File: src/inc/srst_pkg.sv
`default_nettype none
package srst_pkg;
	// bus geometry
	localparam int ADDR_W    = 8;
	localparam int DATA_W    = 32;
	localparam int CFG_WORDS = 4;

	// register byte offsets
	localparam logic [ADDR_W-1:0] OFF_CAUSE     = 8'h00;
	localparam logic [ADDR_W-1:0] OFF_CAUSE_CLR = 8'h04;
	localparam logic [ADDR_W-1:0] OFF_CAUSE_SET = 8'h08;
	localparam logic [ADDR_W-1:0] OFF_CAUSE_INV = 8'h0c;
	localparam logic [ADDR_W-1:0] OFF_SOFT      = 8'h10;
	localparam logic [ADDR_W-1:0] OFF_SOFT_CLR  = 8'h14;
	localparam logic [ADDR_W-1:0] OFF_SOFT_SET  = 8'h18;
	localparam logic [ADDR_W-1:0] OFF_SOFT_INV  = 8'h1c;
	localparam logic [ADDR_W-1:0] OFF_KEY       = 8'h30;

	// reset cause field positions
	localparam int BIT_POR   = 0;
	localparam int BIT_BOR   = 1;
	localparam int BIT_IDLE  = 2;
	localparam int BIT_SLEEP = 3;
	localparam int BIT_WATCHDOG_TIMEOUT_FLAG  = 4;
	localparam int BIT_SWR   = 6;
	localparam int BIT_PIN_RESET_FLAG  = 7;
	localparam int BIT_VREGS = 8;
	localparam int BIT_CMR   = 9;
	localparam int BIT_ARM   = 0;

	// reset values and masks
	localparam logic [DATA_W-1:0] CAUSE_RST  = 32'h0000_0003;
	localparam logic [DATA_W-1:0] CAUSE_MASK = 32'h0000_03df;
	localparam logic [DATA_W-1:0] FLAG_MASK  = 32'h0000_02df;

	// unlock keys
	localparam logic [DATA_W-1:0] KEY_FIRST  = 32'haa99_6655;
	localparam logic [DATA_W-1:0] KEY_SECOND = 32'h5566_99aa;

	// timing
	localparam int CLK_PERIOD_NS = 100;
	localparam int MASTER_CLEAR_PIN_MIN_NS   = 200;
	localparam int MASTER_CLEAR_PIN_FILT_CYC = (MASTER_CLEAR_PIN_MIN_NS + CLK_PERIOD_NS - 1) / CLK_PERIOD_NS;
	localparam int CPU_DELAY_CYC = 8;

	// bus responses
	localparam logic [1:0] RESP_OKAY   = 2'h0;
	localparam logic [1:0] RESP_SLVERR = 2'h2;

	// write flavours
	typedef enum logic [1:0] {OP_WRITE, OP_CLR, OP_SET, OP_INV} srst_op_e;

	// sequencer states
	typedef enum logic [2:0] {ST_CLEAR, ST_LOAD, ST_OSC, ST_DELAY, ST_RUN, ST_HOLD} srst_state_e;
endpackage
`default_nettype wire

File: src/srst_master_clear_pin_filt.sv
`timescale 1ns/1ns
`default_nettype none
module srst_master_clear_pin_filt (
	input  wire logic aclk,
	input  wire logic aresetn,
	input  wire logic pin_n,
	output logic      active
);
	logic [3:0] cnt_q;
	logic [3:0] cnt_d;
	logic       act_q;
	logic       act_d;

	// pulses shorter than the minimum width never reach the active flag
	always_comb begin
		cnt_d = cnt_q;
		act_d = act_q;
		if (pin_n) begin
			cnt_d = 4'h0;
			act_d = 1'b0;
		end else if (cnt_q >= 4'(srst_pkg::MASTER_CLEAR_PIN_FILT_CYC - 1)) begin
			act_d = 1'b1;
		end else begin
			cnt_d = cnt_q + 4'h1;
		end
	end

	always_ff @(posedge aclk) begin
		if (!aresetn) begin
			cnt_q <= 4'h0;
			act_q <= 1'b0;
		end else begin
			cnt_q <= cnt_d;
			act_q <= act_d;
		end
	end

	assign active = act_q;
endmodule
`default_nettype wire

File: src/srst_cfg_store.sv
`timescale 1ns/1ns
`default_nettype none
module srst_cfg_store (
	input  wire logic                                        aclk,
	input  wire logic                                        aresetn,
	input  wire logic                                        clear,
	input  wire logic                                        load,
	input  wire logic                                        upset,
	input  wire logic [srst_pkg::CFG_WORDS*srst_pkg::DATA_W-1:0] flash_words,
	output logic      [srst_pkg::CFG_WORDS*srst_pkg::DATA_W-1:0] cfg_words,
	output logic                                             mismatch
);
	localparam int W = srst_pkg::DATA_W;
	logic [srst_pkg::CFG_WORDS-1:0] bad;
	logic                           mis_q;

	// each word keeps a complementary background copy beside it
	for (genvar i = 0; i < srst_pkg::CFG_WORDS; i++) begin : g_word
		logic [W-1:0] main_q;
		logic [W-1:0] main_d;
		logic [W-1:0] back_q;
		logic [W-1:0] back_d;
		always_comb begin
			main_d = main_q;
			back_d = back_q;
			if (clear) begin
				main_d = '0;
				back_d = '1;
			end else if (load) begin
				main_d = flash_words[i*W +: W];
				back_d = ~flash_words[i*W +: W];
			end else if (upset && i == 0) begin
				back_d = back_q ^ 32'h0000_0001; // models a disturbed cell
			end
		end
		always_ff @(posedge aclk) begin
			if (!aresetn) begin
				main_q <= '0;
				back_q <= '1;
			end else begin
				main_q <= main_d;
				back_q <= back_d;
			end
		end
		assign bad[i] = |(main_q ^ ~back_q);
		assign cfg_words[i*W +: W] = main_q;
	end

	// compare runs every cycle, sleep included
	always_ff @(posedge aclk) begin
		if (!aresetn) begin
			mis_q <= 1'b0;
		end else begin
			mis_q <= |bad;
		end
	end

	assign mismatch = mis_q;
endmodule
`default_nettype wire

File: src/srst_ctrl.sv
// Behaviour
// - soft reset register: arm at bit 0 reads back, other bits read zero
// - arm writes ignored unless unlock sequence done; software unlocks first
// - soft reset fires only when a read follows the arming write
// - system reset asserts on the cycle after the triggering read
// - all sources merge into one system reset; each sets its own flag
// - reset held until config loaded and clock stable; cpu freed 8 cycles later
// - master clear pin asserts reset once low past the filter width
// - pin reset sets the pin flag at bit 7
// - soft reset sets the soft flag at bit 6, others unchanged
// - watchdog time-out while running resets and sets the watchdog flag
// - watchdog in low power wakes to reset vector, only wdt and mode flags change
// - brown-out resets and sets the brown-out flag at bit 1
// - config words have complement copies, compared always; mismatch resets
// - mismatch reset sets the mismatch flag at bit 9
// - every reset reloads config; only power-on clears it first
// - cause flags are pure status, software sets or clears them freely
// - power-on sets power-on and brown-out; brown-out sets only brown-out
// - pin reset while running sets pin flag, others kept, reset vector
// - pin reset in sleep or idle keeps the mode flag from the wait
// - interrupt wake clears watchdog flag, keeps mode flag, interrupt vector
// - pin, soft, mismatch, wdt, mode flags cleared by power-on, brown-out, software
`timescale 1ns/1ns
`default_nettype none
module srst_ctrl (
	input  wire logic                                            aclk,
	input  wire logic                                            aresetn,
	input  wire logic [srst_pkg::ADDR_W-1:0]                     s_axi_awaddr,
	input  wire logic                                            s_axi_awvalid,
	output logic                                                 s_axi_awready,
	input  wire logic [31:0]                                     s_axi_wdata,
	input  wire logic [3:0]                                      s_axi_wstrb,
	input  wire logic                                            s_axi_wvalid,
	output logic                                                 s_axi_wready,
	output logic [1:0]                                           s_axi_bresp,
	output logic                                                 s_axi_bvalid,
	input  wire logic                                            s_axi_bready,
	input  wire logic [srst_pkg::ADDR_W-1:0]                     s_axi_araddr,
	input  wire logic                                            s_axi_arvalid,
	output logic                                                 s_axi_arready,
	output logic [31:0]                                          s_axi_rdata,
	output logic [1:0]                                           s_axi_rresp,
	output logic                                                 s_axi_rvalid,
	input  wire logic                                            s_axi_rready,
	input  wire logic                                            master_clear_pin_n,
	input  wire logic                                            brownout_in,
	input  wire logic                                            watchdog_timeout,
	input  wire logic                                            wait_sleep,
	input  wire logic                                            wait_idle,
	input  wire logic                                            wake_irq,
	input  wire logic                                            osc_stable,
	input  wire logic                                            cfg_upset,
	input  wire logic [srst_pkg::CFG_WORDS*srst_pkg::DATA_W-1:0] cfg_flash_words,
	output logic [srst_pkg::CFG_WORDS*srst_pkg::DATA_W-1:0]      cfg_words_out,
	output logic                                                 system_reset_out,
	output logic                                                 cpu_reset_out,
	output logic                                                 wake_reset_vector,
	output logic                                                 wake_irq_vector
);
	localparam int W = srst_pkg::DATA_W;

	// sequencer state
	srst_pkg::srst_state_e state_q;
	srst_pkg::srst_state_e state_d;
	logic [3:0]            dly_q;
	logic [3:0]            dly_d;
	logic                  sys_rst_q;
	logic                  sys_rst_d;
	logic                  cpu_rst_q;
	logic                  cpu_rst_d;

	// low-power tracking and wake pulses
	logic lp_sleep_q;
	logic lp_sleep_d;
	logic lp_idle_q;
	logic lp_idle_d;
	logic wk_rst_q;
	logic wk_rst_d;
	logic wk_irq_q;
	logic wk_irq_d;

	// registers
	logic [W-1:0] cause_q;
	logic [W-1:0] cause_d;
	logic         arm_q;
	logic         arm_d;
	logic [1:0]   ul_q;
	logic [1:0]   ul_d;

	// bus slave state
	logic                        awhold_q;
	logic                        awhold_d;
	logic [srst_pkg::ADDR_W-1:0] awaddr_q;
	logic [srst_pkg::ADDR_W-1:0] awaddr_d;
	logic                        whold_q;
	logic                        whold_d;
	logic [W-1:0]                wdata_q;
	logic [W-1:0]                wdata_d;
	logic [3:0]                  wstrb_q;
	logic [3:0]                  wstrb_d;
	logic                        bvalid_q;
	logic                        bvalid_d;
	logic [1:0]                  bresp_q;
	logic [1:0]                  bresp_d;
	logic                        awready_q;
	logic                        awready_d;
	logic                        wready_q;
	logic                        wready_d;
	logic                        arready_q;
	logic                        arready_d;
	logic                        rvalid_q;
	logic                        rvalid_d;
	logic [W-1:0]                rdata_q;
	logic [W-1:0]                rdata_d;
	logic [1:0]                  rresp_q;
	logic [1:0]                  rresp_d;

	// event terms
	logic         master_clear_pin_act;
	logic         cfg_mis;
	logic         running;
	logic         low_power;
	logic         do_wr;
	logic         rd_take;
	logic [W-1:0] wmask;
	logic         swr_ev;
	logic         wdt_rst_ev;
	logic         wdt_wake_ev;
	logic         irq_wake_ev;
	logic         cmr_ev;
	logic         run_rst_ev;

	srst_master_clear_pin_filt u_filt (
		.aclk    (aclk),
		.aresetn (aresetn),
		.pin_n   (master_clear_pin_n),
		.active  (master_clear_pin_act)
	);

	// config words reloaded on every reset, cleared only after power-on
	srst_cfg_store u_cfg (
		.aclk        (aclk),
		.aresetn     (aresetn),
		.clear       (state_q == srst_pkg::ST_CLEAR),
		.load        (state_q == srst_pkg::ST_LOAD),
		.upset       (cfg_upset),
		.flash_words (cfg_flash_words),
		.cfg_words   (cfg_words_out),
		.mismatch    (cfg_mis)
	);

	// applies one of the four write flavours under a byte mask
	function automatic logic [W-1:0] apply(input srst_pkg::srst_op_e op, input logic [W-1:0] old,
	                                       input logic [W-1:0] wd, input logic [W-1:0] m);
		logic [W-1:0] r;
		r = old;
		unique case (op)
			srst_pkg::OP_WRITE: r = (old & ~m) | (wd & m);
			srst_pkg::OP_CLR:   r = old & ~(wd & m);
			srst_pkg::OP_SET:   r = old | (wd & m);
			srst_pkg::OP_INV:   r = old ^ (wd & m);
		endcase
		return r;
	endfunction

	// byte strobes widened to a bit mask
	for (genvar b = 0; b < 4; b++) begin : g_mask
		assign wmask[b*8 +: 8] = {8{wstrb_q[b]}};
	end

	assign running     = (state_q == srst_pkg::ST_RUN);
	assign low_power   = lp_sleep_q | lp_idle_q;
	assign do_wr       = awhold_q & whold_q & ~bvalid_q;
	assign rd_take     = s_axi_arvalid & arready_q;
	// trigger needs a read of the armed register
	assign swr_ev      = running & rd_take & arm_q & (s_axi_araddr == srst_pkg::OFF_SOFT);
	// watchdog resets only when not in low power
	assign wdt_rst_ev  = running & watchdog_timeout & ~low_power;
	// watchdog in low power becomes a wake, not a reset
	assign wdt_wake_ev = running & watchdog_timeout & low_power;
	assign irq_wake_ev = running & wake_irq & low_power & ~watchdog_timeout;
	// mismatch checked whenever the core runs or sleeps
	assign cmr_ev      = running & cfg_mis;
	assign run_rst_ev  = swr_ev | wdt_rst_ev | cmr_ev;

	// reset sequencer: hold, reload config, wait for clock, then count out the cpu delay
	always_comb begin
		state_d = state_q;
		dly_d   = dly_q;
		// every source but power-on funnels into one hold state; power-on starts in ST_CLEAR
		if (brownout_in | master_clear_pin_act | run_rst_ev) begin
			state_d = srst_pkg::ST_HOLD;
		end else begin
			unique case (state_q)
				srst_pkg::ST_CLEAR: state_d = srst_pkg::ST_LOAD;
				srst_pkg::ST_HOLD:  state_d = srst_pkg::ST_LOAD;
				srst_pkg::ST_LOAD:  state_d = srst_pkg::ST_OSC;
				srst_pkg::ST_OSC: begin
					dly_d = 4'h0;
					if (osc_stable) begin
						state_d = srst_pkg::ST_DELAY;
					end
				end
				// cpu held for the fixed cycle count
				srst_pkg::ST_DELAY: begin
					dly_d = dly_q + 4'h1;
					if (dly_q == 4'(srst_pkg::CPU_DELAY_CYC - 1)) begin
						state_d = srst_pkg::ST_RUN;
					end
				end
				srst_pkg::ST_RUN: state_d = srst_pkg::ST_RUN;
				default:          state_d = srst_pkg::ST_HOLD;
			endcase
		end
		// the reset flop follows the next state, so it rises right after the read
		sys_rst_d = (state_d != srst_pkg::ST_DELAY) && (state_d != srst_pkg::ST_RUN);
		cpu_rst_d = (state_d != srst_pkg::ST_RUN);
	end

	always_ff @(posedge aclk) begin
		if (!aresetn) begin
			state_q   <= srst_pkg::ST_CLEAR;
			dly_q     <= 4'h0;
			sys_rst_q <= 1'b1;
			cpu_rst_q <= 1'b1;
		end else begin
			state_q   <= state_d;
			dly_q     <= dly_d;
			sys_rst_q <= sys_rst_d;
			cpu_rst_q <= cpu_rst_d;
		end
	end

	// low-power mode entered by a wait, left by a wake or any reset
	always_comb begin
		lp_sleep_d = lp_sleep_q;
		lp_idle_d  = lp_idle_q;
		wk_rst_d   = wdt_wake_ev;
		// interrupt wake branches to the interrupt vector
		wk_irq_d   = irq_wake_ev;
		if (!running || wdt_wake_ev || irq_wake_ev) begin
			lp_sleep_d = 1'b0;
			lp_idle_d  = 1'b0;
		end else if (wait_sleep) begin
			lp_sleep_d = 1'b1;
		end else if (wait_idle) begin
			lp_idle_d = 1'b1;
		end
	end

	always_ff @(posedge aclk) begin
		if (!aresetn) begin
			lp_sleep_q <= 1'b0;
			lp_idle_q  <= 1'b0;
			wk_rst_q   <= 1'b0;
			wk_irq_q   <= 1'b0;
		end else begin
			lp_sleep_q <= lp_sleep_d;
			lp_idle_q  <= lp_idle_d;
			wk_rst_q   <= wk_rst_d;
			wk_irq_q   <= wk_irq_d;
		end
	end

	// register file: software effect first, then hardware clears, then hardware sets
	always_comb begin
		logic [W-1:0] sw;
		logic [W-1:0] hclr;
		logic [W-1:0] hset;
		srst_pkg::srst_op_e op;
		sw   = cause_q;
		hclr = '0;
		hset = '0;
		op   = srst_pkg::srst_op_e'(awaddr_q[3:2]);
		arm_d = arm_q;
		ul_d  = ul_q;
		if (do_wr) begin
			// flags are plain status, any write form is allowed
			if (awaddr_q[7:4] == srst_pkg::OFF_CAUSE[7:4]) begin
				sw = apply(op, cause_q, wdata_q, wmask) & srst_pkg::CAUSE_MASK;
			end
			if (awaddr_q[7:4] == srst_pkg::OFF_SOFT[7:4] && ul_q == 2'h2) begin
				arm_d = apply(op, {31'h0, arm_q}, wdata_q, wmask) != 32'h0;
			end
			// first key then second key, anything else relocks
			if (awaddr_q == srst_pkg::OFF_KEY) begin
				if (wstrb_q == 4'hf && wdata_q == srst_pkg::KEY_FIRST) begin
					ul_d = 2'h1;
				end else if (wstrb_q == 4'hf && wdata_q == srst_pkg::KEY_SECOND && ul_q == 2'h1) begin
					ul_d = 2'h2;
				end else begin
					ul_d = 2'h0;
				end
			end
		end
		// arm and unlock fall away once the system reset applies
		if (sys_rst_q) begin
			arm_d = 1'b0;
			ul_d  = 2'h0;
		end
		// brown-out keeps only its own flag and the VREGS flag
		if (brownout_in) begin
			hclr = srst_pkg::FLAG_MASK;
			hset[srst_pkg::BIT_BOR] = 1'b1;
		end else begin
			// pin reset flag, other flags untouched
			hset[srst_pkg::BIT_PIN_RESET_FLAG] = master_clear_pin_act;
			hset[srst_pkg::BIT_SWR] = swr_ev;
			hset[srst_pkg::BIT_CMR] = cmr_ev;
			// watchdog flag on time-out in either mode
			hset[srst_pkg::BIT_WATCHDOG_TIMEOUT_FLAG] = wdt_rst_ev | wdt_wake_ev;
			// mode flags come from the wait itself and survive a pin reset
			hset[srst_pkg::BIT_SLEEP] = running & wait_sleep;
			hset[srst_pkg::BIT_IDLE] = running & wait_idle & ~wait_sleep;
			// interrupt wake drops the watchdog flag
			hclr[srst_pkg::BIT_WATCHDOG_TIMEOUT_FLAG] = irq_wake_ev;
		end
		// clears yield to a simultaneous set
		cause_d = (sw & ~hclr) | hset;
	end

	always_ff @(posedge aclk) begin
		if (!aresetn) begin
			// power-on leaves power-on and brown-out set
			cause_q <= srst_pkg::CAUSE_RST;
			arm_q   <= 1'b0;
			ul_q    <= 2'h0;
		end else begin
			cause_q <= cause_d;
			arm_q   <= arm_d;
			ul_q    <= ul_d;
		end
	end

	// bus slave: address and data captured in either order, one write and one read open
	always_comb begin
		awhold_d = awhold_q;
		awaddr_d = awaddr_q;
		whold_d  = whold_q;
		wdata_d  = wdata_q;
		wstrb_d  = wstrb_q;
		bvalid_d = bvalid_q;
		bresp_d  = bresp_q;
		rvalid_d = rvalid_q;
		rdata_d  = rdata_q;
		rresp_d  = rresp_q;
		if (s_axi_awvalid && awready_q) begin
			awhold_d = 1'b1;
			awaddr_d = s_axi_awaddr;
		end
		if (s_axi_wvalid && wready_q) begin
			whold_d = 1'b1;
			wdata_d = s_axi_wdata;
			wstrb_d = s_axi_wstrb;
		end
		if (do_wr) begin
			awhold_d = 1'b0;
			whold_d  = 1'b0;
			bvalid_d = 1'b1;
			bresp_d  = (awaddr_q[7:4] <= 4'h1 || awaddr_q == srst_pkg::OFF_KEY) ?
			           srst_pkg::RESP_OKAY : srst_pkg::RESP_SLVERR;
		end else if (bvalid_q && s_axi_bready) begin
			bvalid_d = 1'b0;
		end
		if (rd_take) begin
			rvalid_d = 1'b1;
			rresp_d  = srst_pkg::RESP_OKAY;
			rdata_d  = '0;
			unique case (s_axi_araddr)
				srst_pkg::OFF_CAUSE: rdata_d = cause_q;
				// only the arm bit shows, upper bits zero
				srst_pkg::OFF_SOFT: rdata_d = {31'h0, arm_q};
				srst_pkg::OFF_CAUSE_CLR, srst_pkg::OFF_CAUSE_SET, srst_pkg::OFF_CAUSE_INV,
				srst_pkg::OFF_SOFT_CLR, srst_pkg::OFF_SOFT_SET, srst_pkg::OFF_SOFT_INV,
				srst_pkg::OFF_KEY: rdata_d = '0;
				default: rresp_d = srst_pkg::RESP_SLVERR;
			endcase
		end else if (rvalid_q && s_axi_rready) begin
			rvalid_d = 1'b0;
		end
		// readies registered so every port comes from a flop
		awready_d = ~awhold_d & ~bvalid_d;
		wready_d  = ~whold_d & ~bvalid_d;
		arready_d = ~rvalid_d;
	end

	always_ff @(posedge aclk) begin
		if (!aresetn) begin
			awhold_q  <= 1'b0;
			awaddr_q  <= '0;
			whold_q   <= 1'b0;
			wdata_q   <= '0;
			wstrb_q   <= 4'h0;
			bvalid_q  <= 1'b0;
			bresp_q   <= srst_pkg::RESP_OKAY;
			rvalid_q  <= 1'b0;
			rdata_q   <= '0;
			rresp_q   <= srst_pkg::RESP_OKAY;
			awready_q <= 1'b0;
			wready_q  <= 1'b0;
			arready_q <= 1'b0;
		end else begin
			awhold_q  <= awhold_d;
			awaddr_q  <= awaddr_d;
			whold_q   <= whold_d;
			wdata_q   <= wdata_d;
			wstrb_q   <= wstrb_d;
			bvalid_q  <= bvalid_d;
			bresp_q   <= bresp_d;
			rvalid_q  <= rvalid_d;
			rdata_q   <= rdata_d;
			rresp_q   <= rresp_d;
			awready_q <= awready_d;
			wready_q  <= wready_d;
			arready_q <= arready_d;
		end
	end

	// outputs straight from flops
	assign s_axi_awready     = awready_q;
	assign s_axi_wready      = wready_q;
	assign s_axi_bvalid      = bvalid_q;
	assign s_axi_bresp       = bresp_q;
	assign s_axi_arready     = arready_q;
	assign s_axi_rvalid      = rvalid_q;
	assign s_axi_rdata       = rdata_q;
	assign s_axi_rresp       = rresp_q;
	assign system_reset_out  = sys_rst_q;
	assign cpu_reset_out     = cpu_rst_q;
	assign wake_reset_vector = wk_rst_q;
	assign wake_irq_vector   = wk_irq_q;
endmodule
`default_nettype wire

File: config.mk
export PLATFORM = sky130hd
export DESIGN_NAME = srst_ctrl
export DESIGN_NICKNAME = d
export VERILOG_FILES = /design/src/inc/srst_pkg.sv /design/src/srst_master_clear_pin_filt.sv /design/src/srst_cfg_store.sv /design/src/srst_ctrl.sv
export SDC_FILE = /design/constraint.sdc
export NUM_CORES = 1
export LEC_CHECK = 0
export BUFFER_PORTS_ARGS = -buffer_cell sky130_fd_sc_hd__buf_2
export CORE_MARGIN = 4
export CORE_UTILIZATION = 45
export DETAILED_ROUTE_END_ITERATION = 8
export HOLD_SLACK_MARGIN = 0.12
export PLACE_DENSITY = 0.71
export SLEW_MARGIN = 20
export SYNTH_ARGS = -nofsm -noshare
export SYNTH_HDL_FRONTEND = slang
export SYNTH_SLANG_ARGS = --single-unit
File: constraint.sdc
create_clock -name aclk -period 2.3 [get_ports aclk]
set_input_delay 0.575 -clock aclk [delete_from_list [all_inputs] [get_ports aclk]]
set_output_delay 0.575 -clock aclk [all_outputs]
set_load 0.02 [all_outputs]
Word level (Yosys, flattened, before mapping)

Index checks and enable logic that the tools add are counted.
Widths: inputs -> output; s select.

Register bits after elaboration: 397
Input port bits: 195
Output and inout bits: 173
Logic and storage cells: 193

Add/sub/neg operators: 2
$lt $le $gt $ge: 2
Equality and inequality tests: 26
Muxes and demuxes: 33
Bitwise logic cells: 63
Reduce and logical (&&, ||, !) cells: 31

Operators by type and width:

| cell                 | count |
|---|---|
| $not 32->32          | 11 |
| $mux 32              | 5 |
| $pmux 32 s4          | 1 |
| $reduce_or 128->1    | 1 |
| $xor 32x32->32       | 4 |
| $and 1x32->32        | 2 |
| $and 32x32->32       | 2 |
| $pmux 32 s2          | 1 |
| $pmux 10 s4          | 1 |
| $eq 32x31->1 const B | 1 |
| $eq 32x32->1 const B | 1 |
| $eq 8x5->1 const B   | 4 |
| $or 1x32->32         | 1 |
| $or 32x10->32        | 1 |
| $or 32x32->32        | 1 |
| $reduce_bool 32->1   | 1 |
| $xor 1x32->32        | 1 |
| $and 10x10->10       | 2 |
| $or 10x10->10        | 2 |
| $and 1x1->1          | 18 |
| $eq 8x4->1 const B   | 2 |
| $eq 8x6->1 const B   | 2 |
| $pmux 3 s5           | 1 |
| $mux 1               | 12 |
| 33 further kinds     | 79 |

Longest topological paths before layout

Gate-level depths: netlist (run 1).

Depth after elaboration: 10
Depth in mapped cells: 9

Cells and area by module

Synthesis (run 1) repeated with hierarchy kept, for this count alone.

Cells, all modules: 1691
Area, all modules: 14476.4 um^2

Modules (own cells, without submodules):

| module                     | times used | cells each | area an instance (um^2) |
|---|---|---|---|
| srst_cfg_store             | 1          | 1141       | 9899.5 |
| srst_ctrl                  | 1          | 525        | 4311.6 |
| srst_master_clear_pin_filt | 1          | 25         | 265.3 |

Worst setup path after synthesis (run 1)

Ideal clock, no wire load.

Kind: input -> register
Start point: input port s_axi_araddr[1] in the netlist's numbering
End point: register state_q[1]
Arrival: 1.796 ns
Required time: 2.184 ns
Path slack: 0.388 ns
Cell stages on the path: 5
Buffers on the path: 0
Cells stage by stage: nor4_1 > nand4b_1 > o311a_1 > and2_1 > and3b_1

Cells in the longest elaborated chain, start to end: 6

Ends and longest elaborated chain:

| what                     | RTL line         | text |
|---|---|---|
| start: declaration       | srst_ctrl.sv:38  | `input wire logic [srst_pkg::ADDR_W-1:0] s_axi_araddr,` |
| $eq 8x5->1               | srst_ctrl.sv:176 | `assign swr_ev = running & rd_take & arm_q & (s_axi_araddr == srst_pkg::OFF_SOFT);` |
| $and 1x1->1              | srst_ctrl.sv:176 |  |
| $or 1x1->1 (2 in series) | srst_ctrl.sv:184 | `assign run_rst_ev = swr_ev \| wdt_rst_ev \| cmr_ev;` |
| $or 1x1->1               | srst_ctrl.sv:191 | `if (brownout_in \| master_clear_pin_act \| run_rst_ev) begin` |
| $mux 3                   | srst_ctrl.sv:191 |  |
| end signal: assignment   | srst_ctrl.sv:222 | `state_q <= srst_pkg::ST_CLEAR;` |
| end signal: assignment   | srst_ctrl.sv:227 | `state_q <= state_d;` |
| end: declaration         | srst_ctrl.sv:63  | `srst_pkg::srst_state_e state_q;` |

No other way between the ends.
A chain may end at the register's enable or synchronous reset.

Final worst setup path (run 1)

Start point: register wdata_q[17]
End point: register ul_q[1]

Cells in the longest elaborated chain, start to end: 5

Ends and longest elaborated chain:

| what                            | RTL line         | text |
|---|---|---|
| start: declaration              | srst_ctrl.sv:97  | `logic [W-1:0] wdata_q;` |
| start signal: assignment        | srst_ctrl.sv:406 | `wdata_q <= wdata_d;` |
| $eq 32x31->1                    | srst_ctrl.sv:289 | `end else if (wstrb_q == 4'hf && wdata_q == srst_pkg::KEY_SECOND && ul_q == 2'h1) begin` |
| $logic_and 1x1->1 (2 in series) | srst_ctrl.sv:289 |  |
| $mux 2                          | srst_ctrl.sv:289 |  |
| $mux 2 (*)                      | srst_ctrl.sv:287 | `if (wstrb_q == 4'hf && wdata_q == srst_pkg::KEY_FIRST) begin` |
| end signal: assignment          | srst_ctrl.sv:331 | `ul_q <= ul_d;` |
| end: declaration                | srst_ctrl.sv:87  | `logic [1:0] ul_q;` |

Every way passes the cells marked *; elsewhere a longest branch is shown, timed or not.

==> impl_metrics.json, run 1 <==
{
  "via_per_inst": 5.31,
  "antenna_found_initial": 8,
  "synth_area_leader_cell": "dfxtp_1",
  "p_per_area_nw_per_um2": 852,
  "worst_pin_slew_ns": 0.823,
  "ff2ff_path_depth": 5,
  "post_cts_buffers": 0,
  "drive_above_1_share_pct": 21.4,
  "port_buffers": 342,
  "drc_errors": 0,
  "min_delay_worst_endpoint": "u_cfg.g_word[3].main_q[10]",
  "die-area_sq_um": 34000,
  "finalPower_uw": 14800,
  "irDropWorstVdd_uv": 592,
  "status": "finished, final reports clean",
  "die_w_microns": 184,
  "ant_nets": 0,
  "dpl-instance-area_sq_um": 16100,
  "yosysSeqAreaShare_pct": 49.9,
  "cts_buffers": 38,
  "period_share_pct": 88.2,
  "hold_viol": 0,
  "path_max_fanout": 3,
  "dr.first_iter.drc_count": 1078,
  "clock.fmax_mhz": 493,
  "ys.flop_type": "dfxtp_1",
  "post_drt_wl_per_cell_microns": 17.8,
  "yosysWarnings": 0,
  "yosysTopAreaCellShare_pct": 49.9,
  "setup_viol": 0,
  "ys_types": 51,
  "clockRootBuffer": "clkbuf_16",
  "clock-sinks": 349,
  "synth.area.top_cells": "dfxtp_1 (50%), nand2_1 (14%), xor2_1 (6.1%)",
  "final_common_cell": "nand2_1",
  "crit_path_end_kind": "flip-flop",
  "syn_inst": 1692,
  "die_h_microns": 184,
  "coreArea_sq_um": 30700,
  "holdCritStartpoint": "cfg_flash_words[106]",
  "avgSynthCellArea_sq_um": 8.27,
  "synth_area_sq_um": 14000,
  "tns_ns": 0,
  "r2r_start": "wdata_q[17]",
  "num_vias": 12900,
  "r2r_end": "ul_q[1]",
  "clock_path_buffers": 3,
  "startpoint_type": "flip-flop",
  "io_pins": 368,
  "period_needed_ns": 2.03,
  "synthToLayoutAreaGrowth_pct": 23.7,
  "start_util_pct": 45.6,
  "fill_cells": 2801,
  "drtPass1Iterations": 5,
  "layout_common_cells": "nand2_1 (518), dfxtp_1 (349), buf_2 (342)",
  "wirelength_microns": 43100,
  "grtUsageTotal_pct": 24.0,
  "ctsResizeCount": 0,
  "grt_pass1_wl_microns": 65500,
  "cts_tree": "done",
  "setup_slack_ns": 0.272,
  "grt_pass1_vias": 12200,
  "nets": 2210,
  "hold_path_class": "in2reg",
  "htreeDepth": 2,
  "path_clk_slew_ns": 0.06,
  "clk_latency_ns": 0.52,
  "cp_data_arrival_time_ns": 2.42,
  "max-cap-violations": 0,
  "synth_edf_count": 0,
  "overflow": 0,
  "hold_ws_ns": 0.302,
  "rrSetupSlack_ns": 0.27,
  "place_ws_ns": 0.127,
  "power_leakage_uw": 0.00720,
  "path_class": "reg2reg",
  "finalInstanceArea_sq_um": 17300,
  "holdPathStages": 3,
  "dp_hpwl_microns": 31100,
  "cp.required_ns": 2.69,
  "ys_async_sr_fraction_pct": 0,
  "grt_setup_unrepaired": "false",
  "slew_viol_final": 0,
  "place.gp.congestion": 0.844,
  "grt_start_max_net_pins": 130,
  "rows": 64,
  "hold_buffers": 0,
  "slew_headroom_pct": 44.3,
  "finClkSkew_ns": 0.0159,
  "synth-seq-cells": 349
}
[cells in the mapped netlist (4+ instances only)]
| cell type | count |
|---|---|
| o2bb2ai_1 | 4 |
| inv_1 | 10 |
| nor2b_1 | 14 |
| clkbuf_1 | 88 |
| buf_4 | 25 |
| buf_2 | 8 |
| a21boi_0 | 49 |
| o21ai_0 | 153 |
| and2_1 | 6 |
| dfxtp_1 | 349 |
| nor4_1 | 16 |
| nand2b_1 | 11 |
| nor3_1 | 9 |
| or3_1 | 5 |
| xor2_1 | 97 |
| a221oi_1 | 6 |
| nand3_1 | 6 |
| a21oi_1 | 155 |
| a22oi_1 | 11 |
| nor2_1 | 23 |
| nand4_1 | 36 |
| nand2_1 | 518 |
| ha_1 | 14 |
| or4_1 | 9 |
| xnor2_1 | 31 |
[layer usage]
layer / track usage [%] / wire length [microns] / up-vias
met5: 0 / 54 / -
met3: 6.41 / 3730 / 93
li1: - / - / 6240
met2: 41.0 / 20700 / 496
met1: 29.2 / 17100 / 6036
met4: 8.75 / 1590 / 10
[flip-flops by register name, summed over array words and instances (netlist names), 2 cells and up]
register             flops
awaddr_q                 8
cause_q                  9
dly_q                    4
s_axi_rdata              9
state_q                  3
u_cfg.g_word.back_q    128
u_cfg.g_word.main_q    128
u_filt.cnt_q             4
ul_q                     2
wdata_q                 32
wstrb_q                  4
[logic make-up after synthesis]
logic type                 count (synthesis)  synth area share (%)
AOI/OAI and AO/OA                        394                  15.8
and+or+nand+nor                          669                  20.4
other                                      1                0.0268
xor gates and xnor gates                 128                  8.01
DFF                                      349                  49.9
adders and majority gates                 14                  1.25
muxes                                      3                 0.215
buffers and inverters                    134                  4.34
[critical path: stages (launching register included)]
cell and delay, ns:
dfxtp_1 0.32, or4_1 0.56, or4_1 0.54, o311a_1 0.33, nand4_1 0.10, a21oi_1 0.07
[layout make-up]
cell class / instances / area (sq um) / area share [%]
Clock inverter: 11 / 134 / 0.773
Clock buffer: 56 / 1110 / 6.41
Antenna cell: 2 / 5.00 / 0.0289
Tap cell: 396 / 495 / 2.86
Timing Repair Buffer: 369 / 2030 / 11.7
Multi-Input combinational cell: 1233 / 6520 / 37.6
Inverter: 10 / 37.5 / 0.217
Sequential cell: 349 / 6990 / 40.4
[metrics by stage]
| stage | util [%] | std cells |
|---|---|---|
| 3_5_place_dp | 52.4 | 2357 |
| 6_report | 56.4 | 2426 |
| 4_1_cts | 56.4 | 2424 |
| 5_1_grt | 56.4 | 2426 |
| 3_3_place_gp | 52.4 | 2357 |
| 2_1_floorplan | - | 1716 |
[power breakdown]
part	total, uW	switching (uW)	internal (uW)
combinational	2110	1370	735
clock	6040	2450	3580
sequential	6610	253	6350
[worst max path at each step]
stage | start | to | slack, ns | cells after the start
floorplan | s_axi_araddr[1] | state_q[1] | 0.39 | 5
CTS | u_cfg.g_word[3].main_q[25] | u_cfg.mismatch | 0.25 | 5
detailed placement | s_axi_araddr[1] | state_q[1] | 0.13 | 6
global placement | s_axi_araddr[1] | state_q[1] | 0.23 | 6
finish | wdata_q[17] | ul_q[1] | 0.27 | 5
global route | wdata_q[17] | ul_q[1] | 0.19 | 5
No activity file was read; power rests on OpenSTA's default activity.
==> inputs of run 2 (changes only) <==
Settings changed: PLACE_DENSITY 0.71 to 0.7.
==> run 2 against run 1 <==
Worst hold slack worse by 0.00062 ns; critical path type unchanged; cell area is 0.36% higher; utilization is 0.20 points higher; non-clock buffer count is 7 higher; sequential share of layout area is 0.15 points lower; clock power is 3% lower; fmax is 0.13% higher; critical path depth stayed put; via count is 0.17% higher; flip-flop and latch count stayed put; combinational power is 2% higher; routed wire length is 2.0% higher.
==> impl_metrics.json, run 2 (synthesis gave the netlist of run 1 again) <==
{
  "startpoint_type": "flip-flop",
  "tns_ns": 0,
  "die_w_microns": 184,
  "finalPower_uw": 14600,
  "io_pins": 368,
  "htreeDepth": 2,
  "drc_errors": 0,
  "cp.required_ns": 2.69,
  "wirelength_microns": 44000,
  "holdPathStages": 3,
  "synthToLayoutAreaGrowth_pct": 24.1,
  "setup_slack_ns": 0.275,
  "layout_common_cells": "nand2_1 (518), dfxtp_1 (349), buf_2 (342)",
  "setup_viol": 0,
  "drive_above_1_share_pct": 21.4,
  "max-cap-violations": 0,
  "startpoint": "wdata_q[17]",
  "ant_nets": 0,
  "status": "finished, final reports clean",
  "final_common_cell": "nand2_1",
  "clock_path_buffers": 3,
  "rows": 64,
  "path_max_fanout": 3,
  "r2r_start": "wdata_q[17]",
  "place_ws_ns": 0.0934,
  "period_needed_ns": 2.03,
  "worst_pin_slew_ns": 1.01,
  "start_util_pct": 45.6,
  "clock-sinks": 349,
  "path_clk_slew_ns": 0.06,
  "grt_pass1_vias": 12300,
  "dp_hpwl_microns": 32100,
  "regArea_sq_um": 6990,
  "clockRootBuffer": "clkbuf_16",
  "ctsResizeCount": 0,
  "slew_headroom_pct": 32.6,
  "die_h_microns": 184,
  "post_cts_buffers": 0,
  "power_leakage_uw": 0.00722,
  "drtPass1Iterations": 5,
  "period_share_pct": 88.0,
  "antenna_found_initial": 12,
  "nets": 2218,
  "top_regs": "u_cfg.g_word.back_q x128, u_cfg.g_word.main_q x128, wdata_q x32",
  "fill_cells": 2862,
  "crit_path_end_kind": "flip-flop",
  "coreArea_sq_um": 30700,
  "clk_latency_ns": 0.52,
  "path_class": "reg2reg",
  "cts_buffers": 39,
  "place.gp.congestion": 0.882,
  "via_per_inst": 5.30,
  "num_vias": 12900,
  "irDropWorstVdd_uv": 637,
  "holdCritStartpoint": "cfg_flash_words[54]",
  "grt_pass1_wl_microns": 66600,
  "cp_data_arrival_time_ns": 2.41,
  "clock.fmax_mhz": 494,
  "overflow": 0,
  "multi_input_area_sq_um": 6520,
  "dr.first_iter.drc_count": 870,
  "die-area_sq_um": 34000,
  "final_util_pct": 56.7,
  "hold_path_class": "in2reg",
  "finClkSkew_ns": 0.0193,
  "grt_setup_unrepaired": "false",
  "slew_viol_final": 0,
  "hold_viol": 0,
  "hold_buffers": 0,
  "grt_start_max_net_pins": 87,
  "post_drt_wl_per_cell_microns": 18.1,
  "grtUsageTotal_pct": 24.5,
  "port_buffers": 342,
  "ff2ff_path_depth": 5,
  "p_per_area_nw_per_um2": 843,
  "cts_tree": "done"
}
## run 2: final timing paths
check	endpoint	slack (ns)
worst min-delay path	u_cfg.g_word[1].main_q[22]	0.30
worst max-delay path	ul_q[1]	0.27
worst min register to register	u_filt.cnt_q[3]	0.43
worst max register to register	ul_q[1]	0.27
## run 2: stage by stage
step                      hold WS (ns)  cells  area (sq um)
after floorplan                  0.408   1716         14100
after global placement           0.422   2364         16200
after detailed placement         0.424   2364         16200
after CTS                        0.285   2429         17400
after global routing             0.292   2433         17400
final                            0.301   2435         17400
## run 2: area by class of cell
class / instances / share of cell area (%)
flip-flops and latches: 349 / 40.2
inverters: 10 / 0.216
multi-input cells: 1233 / 37.5
clock inverters: 7 / 0.497
repair buffers: 376 / 12.3
clock buffers: 58 / 6.37
diodes: 6 / 0.0864
well taps: 396 / 2.85
## run 2: worst max-delay path: stages (launching register included)
cell and delay [ns]:
dfxtp_1 0.32, or4_1 0.55, or4_1 0.53, o311a_1 0.33, nand4_1 0.11, a21oi_1 0.08
## run 2: routing by layer
layer	vias up	wire length (microns)	global-route usage, %	share of wire (%)
li1	6261	-	-	-
met1	6047	17300	29.2	39
met2	476	21000	41.7	48
met3	101	3980	7.26	9.0
met4	12	1710	9.11	3.9
met5	-	76	0	0.17
## run 2: report_power, final
group | internal, uW | switching, uW
registers | 6350 | 249
logic | 767 | 1390
clock network | 3440 | 2440
total | 10600 | 4080
==> inputs of run 3 (changes only) <==
Settings changed: HOLD_SLACK_MARGIN 0.12 to 0.03, PLACE_DENSITY 0.7 to 0.82, RECOVER_POWER set to 25.
==> run 3 against run 2 <==
Fmax fell by 6.0%; first-iteration DRC count rose by 18%; cell area fell by 0.18%; total power rose by 2.1%; final cell count fell by 0.12%; count of clock-buffer cells in the layout fell by 4; worst setup slack got worse by 0.13 ns; critical path depth did not move; combinational power barely moved; sequential share of layout area rose by 0.073 points; sequential power barely moved; clock power rose by 5.4%; critical endpoint is now u_cfg.mismatch; largest power group unchanged; highest routed layer unchanged.
==> impl_metrics.json, run 3 (synthesis gave the netlist of run 1 again) <==
{
  "path_clk_slew_ns": 0.06,
  "crit_slowest_cell": "nor4_1",
  "grt_pass1_vias": 12400,
  "r2r_start": "u_cfg.g_word[2].main_q[9]",
  "finClkSkew_ns": 0.0247,
  "instances_no_fill": 2432,
  "drive_above_1_share_pct": 20.6,
  "grt_setup_unrepaired": "false",
  "drc_errors": 0,
  "dr.first_iter.drc_count": 1030,
  "power_leakage_uw": 0.00715,
  "critical_path.cell_chain": "xor2_1 > nand4_1 > nor4_1 > nand3_1 > o41a_1",
  "top_regs": "u_cfg.g_word.back_q x128, u_cfg.g_word.main_q x128, wdata_q x32",
  "start_util_pct": 45.6,
  "max-cap-violations": 0,
  "overflow": 0,
  "worst_pin_slew_ns": 0.877,
  "layout_common_cells": "nand2_1 (518), dfxtp_1 (349), buf_2 (323)",
  "multi_input_area_sq_um": 6510,
  "drtPass1Iterations": 6,
  "clock.fmax_mhz": 464,
  "r2r_end": "u_cfg.mismatch",
  "period_needed_ns": 2.15,
  "status": "finished, final reports clean",
  "clockRootBuffer": "clkbuf_16",
  "die-area_sq_um": 34000,
  "slew_headroom_pct": 40.7,
  "p_per_area_nw_per_um2": 862,
  "path_class": "reg2reg",
  "rrSetupSlack_ns": 0.15,
  "setup_viol": 0,
  "holdPathStages": 3,
  "min_delay_worst_endpoint": "u_cfg.g_word[3].main_q[31]",
  "num_vias": 13100,
  "io_pins": 368,
  "crit_path_max_incr_delay_ns": 0.62,
  "nets": 2215,
  "antenna_found_initial": 5,
  "wirelength_microns": 44400,
  "cts_buffers": 39,
  "grt_start_max_net_pins": 129,
  "htreeDepth": 2,
  "cp_data_arrival_time_ns": 2.55,
  "via_per_inst": 5.37,
  "dp_hpwl_microns": 32000,
  "grt_pass1_wl_microns": 68100,
  "die_h_microns": 184,
  "clock-sinks": 349,
  "regArea_sq_um": 6990,
  "clock_path_buffers": 3,
  "path_max_fanout": 3,
  "ant_nets": 0,
  "die_w_microns": 184,
  "slew_viol_final": 0,
  "irDropWorstVdd_uv": 776,
  "hold_ws_ns": 0.292,
  "cp.required_ns": 2.69,
  "cts_tree": "done",
  "grtUsageTotal_pct": 25.0,
  "rows": 64,
  "port_buffers": 342,
  "coreArea_sq_um": 30700,
  "ff2ff_path_depth": 5,
  "crit_path_end_kind": "flip-flop",
  "clk_latency_ns": 0.53,
  "hold_viol": 0,
  "placedCellCount": 2361,
  "hold_path_class": "in2reg",
  "period_share_pct": 93.7,
  "ctsResizeCount": 0,
  "post_cts_buffers": 0,
  "synthToLayoutAreaGrowth_pct": 23.9,
  "hold_buffers": 0,
  "startpoint_type": "flip-flop",
  "tns_ns": 0,
  "place.gp.congestion": 0.883,
  "final_common_cell": "nand2_1",
  "fill_cells": 2704,
  "post_drt_wl_per_cell_microns": 18.2,
  "final_util_pct": 56.6,
  "holdCritStartpoint": "cfg_flash_words[127]"
}
## run 3: worst max-delay path by stage
stage / depth (start not counted) / endpoint / from
global placement: 5 / u_cfg.mismatch / u_cfg.g_word[3].main_q[2]
detailed placement: 6 / state_q[1] / s_axi_araddr[1]
global route: 6 / state_q[1] / state_q[2]
finish: 5 / u_cfg.mismatch / u_cfg.g_word[2].main_q[9]
CTS: 5 / u_cfg.mismatch / u_cfg.g_word[2].main_q[9]
floorplan: 5 / state_q[1] / s_axi_araddr[1]
## run 3: critical path, delay by kind of cell, from the launching register on
family | cells | cell delay [ns]
AOI/OAI and AO/OA | 1 | 0.44
xor gates and xnor gates | 1 | 0.29
DFF | 1 | 0.35
and+or+nand+nor | 3 | 0.93
## run 3: final cells by class
cell class | count | share of cell area, %
timing repair buffer | 373 | 11.6
clock inverter | 15 | 0.923
multi-input combinational | 1233 | 37.5
sequential | 349 | 40.3
tap | 396 | 2.86
inverter | 10 | 0.216
clock buffer | 54 | 6.53
antenna | 2 | 0.0289
## run 3: metrics by stage
step / power (uW) / cell area [sq um] / worst slack [ns]
after floorplan: 8000 / 14100 / 0.388
after global placement: 8840 / 16100 / 0.237
after detailed placement: 8890 / 16100 / 0.175
after CTS: 15100 / 17400 / 0.196
after global routing: 15500 / 17300 / 0.0890
final: 15000 / 17300 / 0.146
## run 3: power by group
part	total, uW	switching (uW)	internal [uW]
clock	6200	2510	3680
combinational	2140	1400	747
sequential	6610	260	6350
total	15000	4170	10800
## run 3: layer usage
layer	share of wire, %	vias up	wire length (microns)	GRT usage (%)
li1	-	6265	-	-
met2	49	585	21600	43.3
met3	9.3	76	4140	5.88
met5	0.034	-	15	0
met4	2.6	4	1150	6.86
met1	39	6121	17400	31.2
